[src/verilog/spo_map.vh]
// constants for the synchronous serial position output port
// assumes a 25 MHz system clock (40 ns period)
`ifndef SPO_MAP_VH
`define SPO_MAP_VH

// =====================================================================
// frame layout
`define SPO_POS_W_SHORT   24
`define SPO_POS_W_LONG    32
`define SPO_FRAME_SHORT   25
`define SPO_FRAME_LONG    33

// =====================================================================
// monoflop timing
`define SPO_CLK_MHZ       25
`define SPO_MONO_US_0     5
`define SPO_MONO_US_1     10
`define SPO_MONO_US_2     20
`define SPO_MONO_CYC_0    (`SPO_MONO_US_0 * `SPO_CLK_MHZ)
`define SPO_MONO_CYC_1    (`SPO_MONO_US_1 * `SPO_CLK_MHZ)
`define SPO_MONO_CYC_2    (`SPO_MONO_US_2 * `SPO_CLK_MHZ)

// monoflop select codes
`define SPO_MONO_SEL_5US  2'h0
`define SPO_MONO_SEL_10US 2'h1
`define SPO_MONO_SEL_20US 2'h2

`endif

[src/verilog/spo_sync.v]
// two-flop synchroniser for one level from outside the sys_clk domain
// assumes the input may change at any time relative to sys_clk
`timescale 1ns/1ns

module spo_sync #(
	parameter RST_VAL = 1'b1
) (
	input  wire sys_clk,
	input  wire srst,
	input  wire async_in,
	output reg  sync_out
);

	reg meta_r;

	// =================================================================
	// synchroniser chain; meta_r feeds only sync_out
	always @(posedge sys_clk) begin
		if (srst) begin
			meta_r   <= RST_VAL;
			sync_out <= RST_VAL;
		end else begin
			meta_r   <= async_in;
			sync_out <= meta_r;
		end
	end

endmodule

[src/verilog/spo_top.v]
// synchronous serial position output port of an absolute encoder
// assumes the controller drives ser_clk_in (idle high) and a position source on sys_clk
`timescale 1ns/1ns
`include "spo_map.vh"

module spo_top #(
	parameter POS_W = `SPO_POS_W_LONG
) (
	input  wire             sys_clk,
	input  wire             srst,
	input  wire             ser_clk_in,
	input  wire [POS_W-1:0] position,
	input  wire             long_frame,
	input  wire [1:0]       mono_sel,
	input  wire             crit_error,
	output reg              serial_data_out,
	output reg              busy
);

	// states, one-hot
	localparam ST_IDLE  = 3'h1;
	localparam ST_SHIFT = 3'h2;
	localparam ST_HOLD  = 3'h4;

	localparam [11:0] MONO_0 = `SPO_MONO_CYC_0;
	localparam [11:0] MONO_1 = `SPO_MONO_CYC_1;
	localparam [11:0] MONO_2 = `SPO_MONO_CYC_2;
	localparam [5:0]  FR_S   = `SPO_FRAME_SHORT;
	localparam [5:0]  FR_L   = `SPO_FRAME_LONG;

	wire             clk_s;
	reg              clk_d_r;
	reg  [2:0]       state_r;
	reg  [32:0]      shreg_r;
	reg  [5:0]       bitcnt_r;
	reg  [5:0]       frame_len_r;
	reg  [11:0]      mono_r;
	reg  [11:0]      mono_load;
	reg              err_r;
	reg  [32:0]      frame_img;
	wire             fall;
	wire             rise;

	// =================================================================
	// link clock sampling
	spo_sync #(
		.RST_VAL (1'b1)
	) u_clk_sync (
		.sys_clk  (sys_clk),
		.srst     (srst),
		.async_in (ser_clk_in),
		.sync_out (clk_s)
	);

	always @(posedge sys_clk) begin
		if (srst)
			clk_d_r <= 1'b1;
		else
			clk_d_r <= clk_s;
	end

	assign fall = clk_d_r & ~clk_s;
	assign rise = ~clk_d_r & clk_s;

	// =================================================================
	// timeout reload and frame image
	always @* begin
		case (mono_sel)
			`SPO_MONO_SEL_5US:  mono_load = MONO_0;
			`SPO_MONO_SEL_10US: mono_load = MONO_1;
			default:            mono_load = MONO_2;
		endcase
		// leading zero then msb-first binary, left aligned at bit 32
		frame_img = 33'h0;
		if (long_frame)
			frame_img[31:0] = position[31:0];
		else
			frame_img[31:8] = position[POS_W-1 -: 24];
	end

	// =================================================================
	// sticky critical error, cleared only by reset
	always @(posedge sys_clk) begin
		if (srst)
			err_r <= 1'b0;
		else if (crit_error)
			err_r <= 1'b1;
	end

	// =================================================================
	// frame state machine
	always @(posedge sys_clk) begin
		if (srst) begin
			state_r     <= ST_IDLE;
			shreg_r     <= 33'h0;
			bitcnt_r    <= 6'h0;
			frame_len_r <= FR_L;
			mono_r      <= 12'h0;
		end else begin
			// any clock edge retriggers the monoflop
			if (fall | rise)
				mono_r <= mono_load;
			else if (mono_r != 12'h0)
				mono_r <= mono_r - 12'h1;
			case (state_r)
				ST_IDLE: begin
					if (fall) begin
						shreg_r     <= frame_img;
						frame_len_r <= long_frame ? FR_L : FR_S;
						bitcnt_r    <= 6'h0;
						state_r     <= ST_SHIFT;
					end
				end
				ST_SHIFT: begin
					if (rise) begin
						// rotate within the frame so a full frame restores the image
						if (frame_len_r == FR_L)
							shreg_r <= {shreg_r[31:0], shreg_r[32]};
						else
							shreg_r[32:8] <= {shreg_r[31:8], shreg_r[32]};
						bitcnt_r <= bitcnt_r + 6'h1;
					end else if (fall && bitcnt_r == frame_len_r) begin
						state_r <= ST_HOLD;
					end else if (mono_r == 12'h0 && !(fall | rise)) begin
						state_r <= ST_IDLE;
					end
				end
				ST_HOLD: begin
					// the return-to-idle rise only retriggers the timer
					if (fall) begin
						// new clocks inside the timeout: same frame again, no capture
						bitcnt_r <= 6'h0;
						state_r  <= ST_SHIFT;
					end else if (mono_r == 12'h0 && !(fall | rise)) begin
						state_r <= ST_IDLE;
					end
				end
				default: state_r <= ST_IDLE;
			endcase
		end
	end

	// =================================================================
	// data line: error high, idle high, frame bit or hold low
	always @(posedge sys_clk) begin
		if (srst) begin
			serial_data_out <= 1'b1;
			busy            <= 1'b0;
		end else begin
			busy <= (state_r != ST_IDLE);
			if (err_r)
				serial_data_out <= 1'b1;
			else if (state_r == ST_IDLE)
				serial_data_out <= 1'b1;
			else if (state_r == ST_HOLD)
				serial_data_out <= 1'b0;
			else if (bitcnt_r == 6'h0)
				serial_data_out <= 1'b0;
			else
				serial_data_out <= (frame_len_r == FR_L) ? shreg_r[0] : shreg_r[8];
		end
	end

endmodule

[config.mk]
export PLATFORM = sky130hd
export DESIGN_NAME = spo_top
export DESIGN_NICKNAME = d
export VERILOG_FILES = /design/src/verilog/spo_sync.v /design/src/verilog/spo_top.v
export VERILOG_INCLUDE_DIRS = /design/src /design/src/verilog
export SDC_FILE = /design/constraint.sdc
export NUM_CORES = 1
export LEC_CHECK = 0
export BUFFER_PORTS_ARGS = -buffer_cell sky130_fd_sc_hd__buf_2
export CAP_MARGIN = 20
export CORE_MARGIN = 2
export CORE_UTILIZATION = 45
export DETAILED_ROUTE_END_ITERATION = 8
export PLACE_DENSITY = 0.67
export RECOVER_POWER = 50
export REMOVE_ABC_BUFFERS = 1
export SLEW_MARGIN = 20
export SYNTH_ARGS = -nofsm -noshare
export SYNTH_HDL_FRONTEND = slang
export SYNTH_HIERARCHICAL = 1
export SYNTH_SLANG_ARGS = --single-unit
[constraint.sdc]
create_clock -name sys_clk -period 5.5 [get_ports sys_clk]
set_clock_uncertainty 0.2 [all_clocks]
set_input_delay 0 -clock sys_clk [delete_from_list [all_inputs] [get_ports sys_clk]]
set_output_delay 0 -clock sys_clk [all_outputs]
set_load 0.005 [all_outputs]
==> run metrics <==
status=finished clean; vias in the first global route=2689; nets@finish=492; RSZ-0062 raised after global routing=no; element type at the critical path end=flip-flop; GR peak layer=met2; DRC viols=0; pwr dens=323 nW/µm²; CP max stage cell=nor4b_1; top_reg_cell synth=dfxtp_1; share of the yosys chip area belonging to registers=39.6%; P&R area growth vs syn=24.9%; M1 GR Usage=24.8%; H-tree levels=3; clk slew on worst S/H paths=0.07 ns; CP Data Required Time=5.58 ns; final WL=6.92 mm; Initial Util=46.4%; CTS buffer count=9; critical-path cell list=inv_1 -> ha_1 -> nor4b_1 -> nand3_1 -> a311oi_1 -> a41o_1; Clk Latency, worst-skew pair=0.34 ns; Pre-antenna DRT Iters=4; Worst Tran Pin Value=1.23 ns; n_diodes=0; # port buffers=40; initial antenna violation count=0; number of vias per cell=5.46; min cycle time layout=2.89 ns; post-layout util=57.9%; I/O pin count=41; CTS tree=yes; overall power=1.27 mW; synth unique cells=59; met3 usage in global routing=6.35%; final hold viol count=0; ys async rst share=0%; grt ovf=0; critical path arrival=2.97 ns; total negative slack=0 ns; Iteration-0 DRC Markers=117; Max stage delay on crit path=1.00 ns; Setup-failing EPs final=0; Root Buffer=clkbuf_8; synthesized area per cell=8.37 µm²; average routed wire per standard cell=13.0 µm; M2 GR Usage=32.5%; number of flops mapped to enable cells by yosys=0; Peak VDD IR=0.000202 V; Synth Instances=374; placer congestion estimate=0.758; Ys Warns=6; max_cap viols=0; Core Area=6760 µm²; Via Count=2904; hpwl dp=4.16 mm; leak pwr=1.52 nW; Critical Path Start Type=flip-flop; CTS max path bufs=2; Clock Sinks=62; Placement Rows=30; pin count of the biggest net entering global routing=58; die height=87.4 µm; Final ANT Viol Nets=0; WS Path Type=flip-flop to flip-flop; first-pass GRT wire length=12.0 mm; die area=7640 µm²; Mapped Area=3130 µm²; fmax=347 MHz; Rel. slew slack=16.7%; GR Util All Layers=19.9%; synthesized flop and latch total=62; layout cells sized above 1=15.0%; Die Width=87.4 µm; Hold WC Path Type=input pin to flip-flop; Tcrit/Tclk final=52.5%; Crit Path Max Fanout=8; fin. max-slew vios=0
## power breakdown
part	internal, mW	switching, mW	total, mW
combinational	0.159	0.186	0.346
clock	0.187	0.176	0.363
sequential	0.502	0.0548	0.557
total	0.848	0.417	1.27
## repair_timing
item                      in CTS  in global routing
resized for setup              0                  0
buffers inserted               0                  0
hold buffers                  46                  0
hold endpoints to repair      42                  0
## area by class of cell
| cell class | instances | area (µm²) |
|---|---|---|
| inverters | 10 | 37.5 |
| repair buffers | 89 | 682 |
| well taps | 80 | 100 |
| multi-input cells | 275 | 1670 |
| clock inverters | 5 | 33.8 |
| fillers | 621 | 2840 |
| flip-flops and latches | 62 | 1240 |
| clock buffers | 11 | 151 |
## placed cells by master (no fill, tap or decap), types with 6 or more instances in the layout
master         count
nand2_1           71
nand3_1           11
nor2_1            47
o21ai_0            9
dfxtp_1           62
clkbuf_8          11
dlygate4sd3_1     46
nor3_1             7
xor2_1             6
buf_2             39
a311oi_1          30
a21oi_1           15
inv_1             10
ha_1               6
## Yosys cell counts (5+ instances only)
cell	number	share of area, %
ha_1	6	2.4
nand3_1	11	1.8
dfxtp_1	62	40
a311oi_1	30	8.4
a21oi_1	15	2.4
nor3_1	7	1.1
nor2_1	47	5.6
buf_6	5	1.8
inv_1	10	1.2
xor2_1	6	1.7
clkbuf_1	14	1.7
nand2_1	71	8.5
o21ai_0	8	1.3
## path summary, 6_finish.rpt
kind                startpoint                  end  slack (ns)  depth (start not counted)
min reg2reg  u_clk_sync/meta_r  u_clk_sync/sync_out        0.23                          1
min                       srst            mono_r[3]        0.05                          3
max reg2reg          mono_r[0]            mono_r[9]        2.61                          6
max                  mono_r[0]            mono_r[9]        2.61                          6
## logic make-up after synthesis
group	synth area share [%]
AOI/OAI and AO/OA	19.3
xor gates and xnor gates	2.24
adders and majority gates	2.40
buffers and inverters	6.19
DFF	39.6
muxes	1.64
and+or+nand+nor	28.6
## sequential cells by signal, summed over array words and instances (netlist names)
| name | cells |
|---|---|
| serial_data_out | 1 |
| busy | 1 |
| u_clk_sync/sync_out | 1 |
| err_r | 1 |
| u_clk_sync/meta_r | 1 |
| bitcnt_r | 6 |
| clk_d_r | 1 |
| frame_len_r | 2 |
| state_r | 3 |
| mono_r | 12 |
| shreg_r | 33 |
## per-layer routing
layer	vias up	share of wire, %
li1	1490	-
met1	1334	45
met2	74	49
met3	6	4.6
met4	0	1.2
met5	-	0
## worst max-delay path, delay by kind of cell, from the launching register on
family,cells,cell delay [ns]
simple gates,2,1.48
fa+ha+maj,1,0.22
buf+inv,1,0.08
flops,1,0.34
compound gates,2,0.50
## metrics by stage
stage | hold WS (ns) | setup slack [ns] | std cells | instance area, µm²
after floorplan | -0.132 | 3.05 | 347 | 2980
after global placement | -0.0172 | 3.17 | 470 | 3300
after detailed placement | -0.0194 | 3.13 | 470 | 3300
after CTS | 0.0258 | 3.09 | 532 | 3940
after global routing | 0.0780 | 2.30 | 532 | 3910
final | 0.0454 | 2.61 | 532 | 3910
Power figures use the tool's default switching activity.
